$ cat src/inc/timer_pkg.sv
// Purpose: Constants for the up/down capture/reload timer
// Assumes: 8-bit register port, 100 MHz core clock
// Notes: Offsets index byte registers on the plain port
`default_nettype none
package timer_pkg;
	localparam logic [2:0] ADDR_CONTROL = 3'h0;
	localparam logic [2:0] ADDR_CONFIG = 3'h1;
	localparam logic [2:0] ADDR_RELOAD_LOW = 3'h2;
	localparam logic [2:0] ADDR_RELOAD_HIGH = 3'h3;
	localparam logic [2:0] ADDR_COUNT_LOW = 3'h4;
	localparam logic [2:0] ADDR_COUNT_HIGH = 3'h5;
	// Control register fields
	localparam int CTL_CAPTURE_SELECT = 0;
	localparam int CTL_COUNTER_SELECT = 1;
	localparam int CTL_RUN = 2;
	localparam int CTL_EXT_ENABLE = 3;
	localparam int CTL_EXT_FLAG = 6;
	localparam int CTL_OVF_FLAG = 7;
	// Config register fields
	localparam int CFG_DECREMENT = 0;
	localparam int CFG_OUT_ENABLE = 1;
	localparam int CFG_TOGGLE = 2;
	localparam int CFG_CLKSEL_LSB = 3;
	localparam int CFG_CLKSEL_MSB = 4;
	localparam logic [7:0] CONTROL_RESET = 8'h00;
	localparam logic [7:0] CONFIG_RESET = 8'h00;
	localparam logic [15:0] COUNT_RESET = 16'h0000;
	localparam logic [15:0] COUNT_MAX = 16'hffff;
	localparam logic [1:0] CLK_DIV12 = 2'h0;
	localparam logic [1:0] CLK_SYS = 2'h1;
	localparam logic [1:0] CLK_EXT8 = 2'h2;
	localparam logic [1:0] CLK_DIV2 = 2'h3;
	localparam logic [3:0] DIV12_LAST = 4'hb;
	localparam logic [2:0] EXT8_LAST = 3'h7;
endpackage
`default_nettype wire

$ cat src/design/up_down_capture_reload_timer.sv
// Purpose: 16-bit capture / auto-reload / toggle timer, one instance
// Assumes: Register port is on core_clk; pins are asynchronous
// Notes: Instantiate three times for the three timers
//
// Our own choices: the placing of the registers and the address-and-strobe port.
`default_nettype none
// Overview of operation
// - 16-bit count, bytes read/written separately
// - Clock: system_clock, /2, /12, ext/8, pin
// - Counter select picks pin falling edges
// - Clock field 00=/12 01=sys 10=ext/8 11=/2
// - Decrement enable: trigger high up, low down
// - Decrement enable blocks trigger capture/reload
// - Capture mode trigger fall copies count
// - Capture sets external flag
// - Capture mode up overflow sets flag
// - Capture mode down wrap sets flag
// - Capture mode needs select and run
// - External enable clear ignores trigger
// - Reload up overflow loads reload value
// - Reload mode trigger fall reloads count
// - Reload down match loads 0xffff
// - Select clear is reload; run starts
// - Reload mode external flag toggles
// - Toggle output inverts on overflow
// - Toggle bit reads/forces output
// - Square wave period from reload value
// - Overflow pulses for ADC and DAC
module up_down_capture_reload_timer (
	input wire logic core_clk,
	input wire logic rst,
	input wire logic [2:0] regAddr,
	input wire logic [7:0] regWrData,
	input wire logic regWrite,
	input wire logic regRead,
	output logic [7:0] regRdData,
	input wire logic countInputPin,
	input wire logic extTriggerPin,
	input wire logic extClockPin,
	output logic toggleOut,
	output logic toggleOutEnable,
	output logic overflowPulse,
	output logic timerIrq
);
	// ------------------------------------------------------------
	// Registers
	// ------------------------------------------------------------
	logic [7:0] timerControlReg;
	logic [7:0] timerConfigReg;
	logic [15:0] count;
	logic [15:0] reload;
	logic [3:0] div12Count;
	logic div2Phase;
	logic [2:0] ext8Count;
	logic countLevel;
	logic countFall;
	logic trigLevel;
	logic trigFall;
	logic extLevel;
	logic extFall;
	logic running;
	logic captureMode;
	logic countDown;
	logic tick;
	logic trigAct;
	logic wrapEvent;
	logic [15:0] next_count;

	// ------------------------------------------------------------
	// Helpers
	// ------------------------------------------------------------
	// One write decode, shared by every register
	function automatic logic writeHit(input logic we, input logic [2:0] addr,
		input logic [2:0] target);
		return we & (addr == target);
	endfunction

	// ------------------------------------------------------------
	// Pin synchronisers
	// ------------------------------------------------------------
	edge_sync countSync (
		.core_clk(core_clk),
		.rst(rst),
		.pinIn(countInputPin),
		.level(countLevel),
		.fall(countFall)
	);
	edge_sync trigSync (
		.core_clk(core_clk),
		.rst(rst),
		.pinIn(extTriggerPin),
		.level(trigLevel),
		.fall(trigFall)
	);
	edge_sync extSync (
		.core_clk(core_clk),
		.rst(rst),
		.pinIn(extClockPin),
		.level(extLevel),
		.fall(extFall)
	);

	// ------------------------------------------------------------
	// Prescalers
	// ------------------------------------------------------------
	// Free running so the first tick phase is independent of run
	always_ff @(posedge core_clk or posedge rst) begin
		if (rst) begin
			div12Count <= 4'h0;
			div2Phase <= 1'b0;
		end else begin
			div12Count <= (div12Count == timer_pkg::DIV12_LAST) ? 4'h0 : div12Count + 4'h1;
			div2Phase <= ~div2Phase;
		end
	end

	// External clock counted on its falling edges
	always_ff @(posedge core_clk or posedge rst) begin
		if (rst) begin
			ext8Count <= 3'h0;
		end else if (extFall) begin
			ext8Count <= ext8Count + 3'h1;
		end
	end

	// ------------------------------------------------------------
	// Mode decode
	// ------------------------------------------------------------
	assign running = timerControlReg[timer_pkg::CTL_RUN];
	assign captureMode = timerControlReg[timer_pkg::CTL_CAPTURE_SELECT];
	// Synchronised level only: the raw pin may change mid-cycle
	assign countDown = timerConfigReg[timer_pkg::CFG_DECREMENT] & ~trigLevel;

	always_comb begin
		if (timerControlReg[timer_pkg::CTL_COUNTER_SELECT]) begin
			tick = countFall;
		end else begin
			case (timerConfigReg[timer_pkg::CFG_CLKSEL_MSB:timer_pkg::CFG_CLKSEL_LSB])
				timer_pkg::CLK_DIV12: tick = (div12Count == timer_pkg::DIV12_LAST);
				timer_pkg::CLK_SYS: tick = 1'b1;
				timer_pkg::CLK_EXT8: tick = extFall & (ext8Count == timer_pkg::EXT8_LAST);
				timer_pkg::CLK_DIV2: tick = div2Phase;
				default: tick = 1'b0;
			endcase
		end
	end

	// Trigger edge acts only with external enable, no decrement, run
	assign trigAct = running & trigFall & timerControlReg[timer_pkg::CTL_EXT_ENABLE]
		& ~timerConfigReg[timer_pkg::CFG_DECREMENT];

	// Overflow or underflow on this tick
	always_comb begin
		wrapEvent = 1'b0;
		next_count = count;
		if (running & tick) begin
			if (countDown) begin
				if (captureMode) begin
					wrapEvent = (count == timer_pkg::COUNT_RESET);
					next_count = count - 16'h0001;
				end else if (count == reload) begin
					wrapEvent = 1'b1;
					next_count = timer_pkg::COUNT_MAX;
				end else begin
					next_count = count - 16'h0001;
				end
			end else begin
				wrapEvent = (count == timer_pkg::COUNT_MAX);
				if (wrapEvent & ~captureMode) begin
					next_count = reload;
				end else begin
					next_count = count + 16'h0001;
				end
			end
		end
		if (trigAct & ~captureMode) begin
			next_count = reload;
		end
	end

	// ------------------------------------------------------------
	// Count and reload/capture registers
	// ------------------------------------------------------------
	always_ff @(posedge core_clk or posedge rst) begin
		if (rst) begin
			count <= timer_pkg::COUNT_RESET;
		end else if (writeHit(regWrite, regAddr, timer_pkg::ADDR_COUNT_LOW)) begin
			count[7:0] <= regWrData;
		end else if (writeHit(regWrite, regAddr, timer_pkg::ADDR_COUNT_HIGH)) begin
			count[15:8] <= regWrData;
		end else begin
			count <= next_count;
		end
	end

	always_ff @(posedge core_clk or posedge rst) begin
		if (rst) begin
			reload <= timer_pkg::COUNT_RESET;
		end else if (trigAct & captureMode) begin
			reload <= count;
		end else if (writeHit(regWrite, regAddr, timer_pkg::ADDR_RELOAD_LOW)) begin
			reload[7:0] <= regWrData;
		end else if (writeHit(regWrite, regAddr, timer_pkg::ADDR_RELOAD_HIGH)) begin
			reload[15:8] <= regWrData;
		end
	end

	// ------------------------------------------------------------
	// Control register and flags
	// ------------------------------------------------------------
	// Hardware set wins over a software clear in the same cycle
	always_ff @(posedge core_clk or posedge rst) begin
		if (rst) begin
			timerControlReg <= timer_pkg::CONTROL_RESET;
		end else begin
			if (writeHit(regWrite, regAddr, timer_pkg::ADDR_CONTROL)) begin
				timerControlReg <= regWrData & 8'hcf;
			end
			if (wrapEvent) begin
				timerControlReg[timer_pkg::CTL_OVF_FLAG] <= 1'b1;
			end
			if (trigAct) begin
				timerControlReg[timer_pkg::CTL_EXT_FLAG] <= 1'b1;
			end else if (wrapEvent & ~captureMode) begin
				timerControlReg[timer_pkg::CTL_EXT_FLAG] <=
					~timerControlReg[timer_pkg::CTL_EXT_FLAG];
			end
		end
	end

	// Toggle state lives in the config register
	always_ff @(posedge core_clk or posedge rst) begin
		if (rst) begin
			timerConfigReg <= timer_pkg::CONFIG_RESET;
		end else if (writeHit(regWrite, regAddr, timer_pkg::ADDR_CONFIG)) begin
			timerConfigReg <= regWrData & 8'h1f;
		end else if (wrapEvent & timerConfigReg[timer_pkg::CFG_OUT_ENABLE]) begin
			timerConfigReg[timer_pkg::CFG_TOGGLE] <= ~timerConfigReg[timer_pkg::CFG_TOGGLE];
		end
	end

	// ------------------------------------------------------------
	// Outputs
	// ------------------------------------------------------------
	// One-cycle pulse, registered, for ADC start and DAC update
	always_ff @(posedge core_clk or posedge rst) begin
		if (rst) begin
			overflowPulse <= 1'b0;
		end else begin
			overflowPulse <= wrapEvent;
		end
	end

	assign toggleOut = timerConfigReg[timer_pkg::CFG_TOGGLE];
	assign toggleOutEnable = timerConfigReg[timer_pkg::CFG_OUT_ENABLE];
	// In reload mode the external flag is a count bit, not a request
	assign timerIrq = timerControlReg[timer_pkg::CTL_OVF_FLAG]
		| (timerControlReg[timer_pkg::CTL_EXT_FLAG] & captureMode);

	always_ff @(posedge core_clk or posedge rst) begin
		if (rst) begin
			regRdData <= 8'h00;
		end else if (regRead) begin
			case (regAddr)
				timer_pkg::ADDR_CONTROL: regRdData <= timerControlReg;
				timer_pkg::ADDR_CONFIG: regRdData <= timerConfigReg;
				timer_pkg::ADDR_RELOAD_LOW: regRdData <= reload[7:0];
				timer_pkg::ADDR_RELOAD_HIGH: regRdData <= reload[15:8];
				timer_pkg::ADDR_COUNT_LOW: regRdData <= count[7:0];
				timer_pkg::ADDR_COUNT_HIGH: regRdData <= count[15:8];
				default: regRdData <= 8'h00;
			endcase
		end else begin
			regRdData <= 8'h00;
		end
	end

	// ------------------------------------------------------------
	// Checks
	// ------------------------------------------------------------
	holdStopped_a: assert property (@(posedge core_clk) disable iff (rst)
		(!running && !regWrite) |=> $stable(count))
		else $error("count moved while stopped");
	upReload_a: assert property (@(posedge core_clk) disable iff (rst)
		(wrapEvent && !captureMode && !countDown && !regWrite) |=> (count == $past(reload)))
		else $error("no reload on overflow");
	downReload_a: assert property (@(posedge core_clk) disable iff (rst)
		(wrapEvent && !captureMode && countDown && !regWrite && !trigAct)
		|=> (count == 16'hffff))
		else $error("no 0xffff on underflow");
	captureCopy_a: assert property (@(posedge core_clk) disable iff (rst)
		(trigAct && captureMode) |=> (reload == $past(count)))
		else $error("capture missed");
	extFlagSet_a: assert property (@(posedge core_clk) disable iff (rst)
		trigAct |=> timerControlReg[6])
		else $error("external flag not set");
	ovfFlagSet_a: assert property (@(posedge core_clk) disable iff (rst)
		wrapEvent |=> (timerControlReg[7] && overflowPulse))
		else $error("overflow flag not set");
	decBlocks_a: assert property (@(posedge core_clk) disable iff (rst)
		timerConfigReg[0] |-> !trigAct)
		else $error("trigger acted with decrement");
	toggleFlip_a: assert property (@(posedge core_clk) disable iff (rst)
		(wrapEvent && timerConfigReg[1] && !regWrite) |=> (toggleOut != $past(toggleOut)))
		else $error("toggle missed");
	// Count and config writes override hardware updates, so seven checks exclude them
	captureStep_a: assert property (@(posedge core_clk) disable iff (rst)
		(running && tick && captureMode && !regWrite)
		|=> (count == ($past(countDown) ? $past(count) - 16'h0001 : $past(count) + 16'h0001)))
		else $error("capture mode step wrong");
	trigReload_a: assert property (@(posedge core_clk) disable iff (rst)
		(trigAct && !captureMode && !regWrite) |=> (count == $past(reload)))
		else $error("no reload on trigger");
	extToggle_a: assert property (@(posedge core_clk) disable iff (rst)
		(wrapEvent && !captureMode && !trigAct && !regWrite)
		|=> (timerControlReg[6] != $past(timerControlReg[6])))
		else $error("external flag did not toggle");
	ovfKept_a: assert property (@(posedge core_clk) disable iff (rst)
		(timerControlReg[7] && !writeHit(regWrite, regAddr, timer_pkg::ADDR_CONTROL))
		|=> timerControlReg[7])
		else $error("overflow flag cleared by hardware");
	extKept_a: assert property (@(posedge core_clk) disable iff (rst)
		(timerControlReg[6] && captureMode
		&& !writeHit(regWrite, regAddr, timer_pkg::ADDR_CONTROL)) |=> timerControlReg[6])
		else $error("external flag cleared by hardware");
	stoppedQuiet_a: assert property (@(posedge core_clk) disable iff (rst)
		!running |-> (!wrapEvent && !trigAct))
		else $error("event while stopped");
	irqCapture_a: assert property (@(posedge core_clk) disable iff (rst)
		(captureMode && (timerControlReg[6] || timerControlReg[7])) |-> timerIrq)
		else $error("capture mode request missing");
	irqReload_a: assert property (@(posedge core_clk) disable iff (rst)
		(!captureMode && !timerControlReg[7]) |-> !timerIrq)
		else $error("reload mode flag raised a request");
	readBack_a: assert property (@(posedge core_clk) disable iff (rst)
		(regRead && (regAddr == timer_pkg::ADDR_COUNT_LOW))
		|=> (regRdData == $past(count[7:0])))
		else $error("count low byte read wrong");
	pulseCause_a: assert property (@(posedge core_clk) disable iff (rst)
		overflowPulse |-> $past(wrapEvent))
		else $error("pulse without wrap");
	upOnly_a: assert property (@(posedge core_clk) disable iff (rst)
		!timerConfigReg[timer_pkg::CFG_DECREMENT] |-> !countDown)
		else $error("counted down without decrement enable");
endmodule // up_down_capture_reload_timer
`default_nettype wire

$ cat src/design/edge_sync.sv
// Purpose: Two-flop synchroniser with falling-edge detect
// Assumes: Input asynchronous to core_clk
// Notes: Edge logic reads only the second and third flops
`default_nettype none
module edge_sync (
	input wire logic core_clk,
	input wire logic rst,
	input wire logic pinIn,
	output logic level,
	output logic fall
);
	logic meta;
	logic sync;
	logic prev;
	always_ff @(posedge core_clk or posedge rst) begin
		if (rst) begin
			meta <= 1'b1;
			sync <= 1'b1;
			prev <= 1'b1;
		end else begin
			meta <= pinIn;
			sync <= meta;
			prev <= sync;
		end
	end
	assign level = sync;
	assign fall = prev & ~sync;
endmodule // edge_sync
`default_nettype wire

$ cat config.mk
export PLATFORM = sky130hd
export DESIGN_NAME = up_down_capture_reload_timer
export DESIGN_NICKNAME = d
export VERILOG_FILES = /design/src/inc/timer_pkg.sv /design/src/design/up_down_capture_reload_timer.sv /design/src/design/edge_sync.sv
export SDC_FILE = /design/constraint.sdc
export NUM_CORES = 1
export LEC_CHECK = 0
export BUFFER_PORTS_ARGS = -buffer_cell sky130_fd_sc_hd__buf_4
export CORE_MARGIN = 1
export CORE_UTILIZATION = 65
export CTS_BUF_LIST = sky130_fd_sc_hd__clkbuf_8
export CTS_CLUSTER_SIZE = 30
export DETAILED_ROUTE_END_ITERATION = 10
export GPL_TIMING_DRIVEN = 1
export PLACE_DENSITY_LB_ADDON = 0.08
export SLEW_MARGIN = 10
export SYNTH_ARGS = -nofsm -noshare
export SYNTH_HDL_FRONTEND = slang
export SYNTH_SLANG_ARGS = --single-unit
export TNS_END_PERCENT = 50
$ cat constraint.sdc
create_clock -name core_clk -period 5.7 [get_ports core_clk]
set_input_delay 1.14 -clock core_clk [delete_from_list [all_inputs] [get_ports core_clk]]
set_output_delay 1.14 -clock core_clk [all_outputs]
set_load 0.05 [all_outputs]
==> run summary, run 1 <==
The highest clock frequency the design can meet is roughly 350 MHz. For the worst flop-to-flop path, the logic depth is 6. The worst path in the final design needs a cycle of 2.85 ns, including I/O delays and setup. The global-route congestion overflow total came out at 0. The number of antenna violations at the first check in global routing came out at 0. By count the netlist is led by 60 x dfrtp_1, 48 x nor2_1, 46 x nand2_1. The number of setup buffers added after CTS is 0. The initial detailed-routing violation count is ~520. The via count of the first global-routing pass came out at 3829.

In this run the deepest clock path goes through 2 buffers. The clock transition at the registers of the reported paths came out at 0.08 ns. The number of buffers added to fix hold violations after cts is 0. The routability congestion estimate came out at 0.954.

The first global-routing pass estimated 20700 µm of wire. The startpoint identified for the worst hold timing path is trigSync.meta. The starting density of the core came out at between 60 and 70%.

The die area came out at just over 7000 µm². The number of setup violations in the final report is 0. The ratio of final minimum period to clock period is 49.9%. The detailed-route vias per instance came out at 6.94. The maximum number of pins on one net before global-route repair came out at 70.

The count of port buffers added during placement is 29. The endpoint identified for the worst register-to-register timing path is count[9]. The total area inside the core boundary comes to 6490 µm². The mean cell area of the mapped netlist is 8.85 µm². The H-tree was split into 3 levels. In this run the worst hold path is classified as register to register. In the synthesized netlist the dominant register cell turns out to be dfrtp_1. The antenna diode count came out at 0. The type of element capturing the critical path is a register. In the post-synthesis netlist, the cell with the most instances is dfrtp_1.

The final number of hold-violating endpoints came out at 0. CTS placed an instance of clkbuf_8 at the clock tree root. The area of the mapped netlist is 4470 µm². The total power consumption of the routed design is ~0.0021 W. The floorplan die width came out at 84.9 µm. For this run, asynchronously set or reset flops after synthesis account for between 90% and 100%. During I/O placement, the number of pins put on the boundary was 30. The setup path with the least slack is of type register to register.

The startpoint identified for the worst register-to-register timing path is count[2]. Yosys mapped a number of flops with a built-in enable equal to 0. The height of the die is roughly 85 µm. The most area-hungry cell type in the Yosys netlist is dfrtp_1.

The number of placement rows is 29. The setup total negative slack is 0 ns. For this run, the number of standard cells in the final layout without fillers is ~590.

The setup slack of the most critical reg-to-reg path is 2.85 ns. The number of detailed-routing iterations run before antenna repair is 8. The total number of nets in the final design is 534. The final standard cell area without fillers came out at 4870 µm². The clock tree skew after final layout is 0.00912 ns. The slew of the pin with the lowest slew margin came out at 1.04 ns. The share of final-layout standard cells stronger than drive strength 1 is 15.1%. The final reports fail on design-rule violations. The worst setup path is launched from a register.

TritonCTS built the clock tree. The power per cell area is 440 nW/µm². By area the synthesized netlist is led by dfrtp_1 34%, mux2i_1 6.0%, dfstp_2 5.3%.

The total global-route track usage came out at 38.4%. The number of cells produced by synthesis came out at 505. Across the run, the number of max-cap violations was 0. In this run the worst path has a maximum fanout of 13.

The sum of routed wire length over all layers came out at 13000 µm. In this run the remaining antenna-violating nets after routing total 0. The distinct cell type count of the synthesized netlist is between 60 and 70.

The CTS buffer count came out at 9. The worst hold path depth came out at 0. The placed cell count is 577. The post-detailed-placement cell area is 4640 µm². The net count of the mapped netlist is about 530. The flow ran to the end, but the final reports show violations. The detailed-route wire length per cell is 21.9 µm. The worst endpoint data arrival time is 3.09 ns. The peak supply drop came out at ~0.36 mV. The count of vias placed by the detailed router is just over 4000.

The share of the yosys chip area belonging to registers came out at 38.9%. The DRC violation count after routing is 2. The layout overhead on the synthesized area came out at 8.87%.

The post-cts gate resize count came out at 0. The static leakage power is 2.17 nW. The number of synthesis warnings is 0.

The hold-critical path endpoint is trigSync.level. The data required time at the worst endpoint is 5.95 ns. In this run the tightest slew margin relative to its limit is 30.3%. The detailed-placement wirelength estimate came out at 9070 µm.

The clock latency of the later-clocked register in the worst-skew pair is 0.36 ns. The final max-slew violation count is 0. The fraction of post-synthesis cell area in the top cell type by area is 33.6%.

Setup repair after global routing left no endpoint under its margin. After synthesis the netlist holds a flip-flop and latch count of 69. The clock drives 69 sinks.
-- how the worst max path moves through the flow --
| stage | from | end | slack, ns | cells past startpoint |
|---|---|---|---|---|
| after CTS | count[1] | count[9] | 2.86 | 7 |
| after detailed placement | regAddr[0] | timerControlReg[6] | 2.58 | 7 |
| after floorplan | rst | count[0] | 2.84 | 1 |
| after global routing | count[4] | count[15] | 2.60 | 6 |
| final | count[2] | count[9] | 2.85 | 6 |
| after global placement | regAddr[0] | timerControlReg[6] | 2.71 | 7 |
-- cells by family after synthesis --
| group | Yosys count | synth area share (%) |
|---|---|---|
| compound gates | 131 | 19.5 |
| xor+xnor | 32 | 6.27 |
| fa+ha+maj | 5 | 1.40 |
| buf+inv | 53 | 5.04 |
| flops | 69 | 38.9 |
| mux | 39 | 9.32 |
| simple gates | 176 | 19.6 |
-- through the flow --
step / util [%] / worst slack, ns / hold WS, ns
after global placement: 71.4 / 2.71 / 0.345
after CTS: 74.9 / 2.86 / 0.359
after detailed placement: 71.4 / 2.58 / 0.347
final: 74.9 / 2.85 / 0.358
after global routing: 74.9 / 2.60 / 0.367
after floorplan: - / 2.84 / 0.345
-- per-layer routing --
metal	vias to the layer above	track usage (%)	routed length, µm
met5	-	0	0
met4	0	17.1	489
met3	48	5.84	1260
met2	262	59.6	5790
met1	1965	53.7	5450
li1	1839	-	-
-- critical path: stages, from the launching register on --
cell and delay, ns:
dfrtp_1 0.70, nand3_2 0.35, nor4_4 0.64, a21oi_2 0.10, a221o_1 0.38, a2111o_1 0.37, a22o_1 0.20
-- layout by cell type, fill, tap and decap left out, types with 5 or more instances in the layout --
| cell type | n |
|---|---|
| nor3_1 | 11 |
| dfrtp_1 | 60 |
| dfstp_2 | 9 |
| xor2_1 | 23 |
| nor2_1 | 48 |
| nand2_1 | 46 |
| buf_4 | 31 |
| nor4_1 | 8 |
| o21ai_0 | 31 |
| nand3_1 | 18 |
| a21oi_1 | 33 |
| and2_1 | 7 |
| xnor2_1 | 9 |
| nor2b_1 | 5 |
| mux2i_1 | 27 |
| ha_1 | 5 |
| mux2_2 | 11 |
| and3_1 | 6 |
| a22oi_1 | 10 |
| clkbuf_8 | 9 |
| o22ai_1 | 5 |
| o221ai_1 | 7 |
| inv_1 | 16 |
-- power by group --
| part | internal (W) | total, W | switching, W |
|---|---|---|---|
| Clock | 0.000254 | 0.000467 | 0.000213 |
| Sequential | 0.000623 | 0.000935 | 0.000312 |
| Combinational | 0.000328 | 0.000741 | 0.000413 |
| Total | 0.00120 | 0.00214 | 0.000939 |
-- sequential cells by signal, indices dropped and copies added, names as in the netlist, 3 cells and up --
register,cells
timerConfigReg,5
count,16
div12Count,4
reload,16
regRdData,8
ext8Count,3
timerControlReg,6
-- final cells by class --
cell class | instances | area, µm²
Multi-Input combinational cell | 383 | 2510
Inverter | 17 | 63.8
Clock inverter | 7 | 105
Tap cell | 77 | 96.3
Fill cell | 486 | 1630
Timing Repair Buffer | 31 | 233
Sequential cell | 69 | 1740
Clock buffer | 9 | 124
No activity file was read; power rests on OpenSTA's default activity.
==> inputs of run 2 (changes only) <==
CORE_UTILIZATION = 57   (was 65)
clock period = 2.6 ns   (was 5.7 ns; I/O delays follow)
==> run summary, run 2 (same netlist as run 1, synthesis figures left out) <==
The flow ran to the end, and the final reports show no timing, DRC or antenna violations. The max-cap violation count came out at 0 (unchanged). The final critical delay including setup and external delays is 2.44 ns (-0.402 ns). The maximum fanout along the worst path came out at 8 (-5). The peak supply drop is 0.504 mV (+42%). The worst setup path is launched from a register.

The number of nets still failing antenna checks after routing is 0 (unchanged). The initial detailed-routing violation count is 410 (-21%). The routability congestion estimate is 1.01 (+5.4%). From synthesis to final layout, the design area changed by 15.7%. The antenna diode count was 0 (unchanged). The clock transition at the registers of the reported paths is 0.09 ns (about the same). The count of vias placed by the detailed router came to 4230 (+2.8%). The internal power consumption is 0.00285 W (+140%). Setup repair after global routing left no endpoint under its margin. The final number of hold-violating endpoints is 0 (unchanged).

The worst hold path begins at countInputPin. The maximum number of pins on one net before global-route repair is 36 (-49%). The worst endpoint data arrival time is 2.68 ns (-0.41 ns). The total power consumption of the routed design is 0.00494 W (+130%). The total length of routed met3 wires is 1530 µm (+21%). The logic gate share of total power was 43.0% (+8.4 points). The wire length of the first global-routing pass came to 22100 µm (+6.6%). The root buffer cell chosen for the clock tree is clkbuf_8. The worst setup path is captured at a register. The largest registers in the layout are count: 16 flops, reload: 16 flops, regRdData: 8 flops. The static leakage power is 2.35 nW (+8.0%). The highest clock frequency the design can meet came to 409 MHz (+16%). The number of antenna violations at the first check in global routing is 0 (unchanged). The CTS tree is done. The detailed-placement wirelength estimate is 10200 µm (+13%).

The total number of nets in the final design came out at 568 (+6.4%). The buffer depth of the longest clock path is 2 (unchanged). The area of the core came to 7410 µm² (+14%). The min-delay analysis places its worst path in the category input port to register. The minimum hold slack was 0.264 ns (-0.0941 ns). The cell count of the worst reg-to-reg path is 6 (unchanged). The total number of H-tree levels came out at 3 (unchanged). The number of placement rows is 31 (+6.9%).

The count of port buffers added during placement came out at 29 (unchanged). The global-route congestion overflow total is 0 (unchanged). The power per cell area is 956 nW/µm² (+120%).

The die area is 8200 µm² (+14%). The boundary pin count came to 30 (unchanged). The library cells used most frequently in the layout, excluding fill and tap cells, are 64 x buf_4, 60 x dfrtp_1, 48 x nor2_1. The total global-route track usage is 35.5% (-2.9 points). The setup total negative slack is 0 ns (unchanged). The routed metal-1 wire length came out at 5700 µm (+4.6%).

The ratio of final minimum period to clock period is 94.0% (+44 points). The clock share of power is 21.0% (-0.8 points). The final max-slew violation count came out at 0 (unchanged). The share of power burned in registers is 36.0% (-7.6 points). The slew of the pin with the lowest slew margin came to 0.827 ns (-0.212 ns). The switching share of power came out at 42.3% (-1.5 points). The number of clock sinks came out at 69 (unchanged). The height of the die is 90.6 µm (+6.6%). The clock tree skew after final layout is 0.0132 ns (+0.00407 ns). The worst hold path depth is 1 (+1). The CTS buffer count is 9 (unchanged). The number of detailed-routing iterations run before antenna repair is 7 (-1). The switching power is 0.00209 W (+120%). The detailed-route wire length per cell came out at 21.6 µm (-1.3%). The DRC violation count after routing is 0 (-2). The number of setup violations in the final report was 0 (unchanged). The classification of the worst setup path is register to register. The detailed-route vias per instance came out at 6.52 (-6.1%). Tracing the worst setup path back leads to its startpoint at count[9]. The sum of routed wire length over all layers was 14000 µm (+8.0%). The starting density of the core came out at 60.3% (-8.5 points). The data required time at the worst endpoint is 2.84 ns (-3.11 ns). The highest metal layer carrying signal wires in the routed design is met4.

The floorplan die width came out at 90.6 µm (+6.6%). The number of buffers added to fix hold violations after cts is 0 (unchanged). The length of routed met2 wiring came to 6380 µm (+10%). The tightest slew margin relative to the limit was 44.8% (+14 points). The share of final-layout standard cells stronger than drive strength 1 was 20.5% (+5.4 points).

The library cell used most frequently in the layout, excluding fill and tap cells, is buf_4. The via count of the first global-routing pass came out at 4103 (+7.2%). The clock latency of the later-clocked register in the worst-skew pair came to 0.36 ns (about the same). In this run the critical register-to-register path is launched from count[9].
[run 2: changes by cell type in the layout (fill, tap and decap cells not counted)]
cell	previous run	this run
inv_6	3	1
clkinvlp_4	1	0
nor3_2	1	2
clkinv_4	0	3
o21ai_1	1	0
o21ai_0	31	32
buf_12	0	1
buf_4	31	64
clkbuf_8	9	10
inv_8	1	0
nor3_1	11	10
[run 2: power by group through the flow]
stage	Sequential (W)	Combinational, W	Clock (W)
finish	0.00178	0.00212	0.00104
detailed placement	0.00178	0.00208	0
CTS	0.00176	0.00209	0.00104
floorplan	0.00164	0.00150	0
global route	0.00181	0.00232	0.00109
global placement	0.00177	0.00203	0
[run 2: area by class of cell]
class | instances | area [µm²]
fillers | 593 | 2240
inverters | 17 | 63.8
flip-flops and latches | 69 | 1740
repair buffers | 65 | 500
clock inverters | 6 | 95.1
multi-input cells | 383 | 2510
clock buffers | 10 | 138
well taps | 99 | 124
[run 2: worst max-delay path, cell delays in order, from the launching register on]
cell and delay (ns):
dfrtp_1 0.48, or4_1 0.61, nor3_1 0.36, a32o_1 0.29, o21bai_1 0.18, nand3_1 0.12, mux2_2 0.28
[run 2: layer usage]
metal | GRT usage [%] | vias to the layer above
met4 | 15.3 | 0
met3 | 9.68 | 45
met5 | 0 | -
li1 | - | 1896
met2 | 53.7 | 274
met1 | 47.7 | 2015
[run 2: worst paths after layout]
| check | end | slack, ns |
|---|---|---|
| worst max-delay path | timerControlReg[6] | 0.16 |
| worst min-delay path | countSync.meta | 0.26 |
| worst max register to register | timerControlReg[6] | 0.16 |
| worst min register to register | countSync.level | 0.36 |
| max in group asynchronous | count[3] | 1.68 |
| min in group asynchronous | timerControlReg[1] | 0.29 |
[run 2: stage by stage]
step,setup slack [ns],util [%],cells,cell area (µm²)
floorplan,0.272,-,505,4470
global placement,0.259,66.6,633,4930
detailed placement,0.225,66.6,633,4930
CTS,0.172,69.7,649,5160
global route,0.0159,69.8,649,5170
finish,0.157,69.8,649,5170
[run 2: repair_timing]
item                                    CTS  global route
buffers inserted                          0             0
gates resized for setup                   0             1
endpoints found under the setup margin    0             1
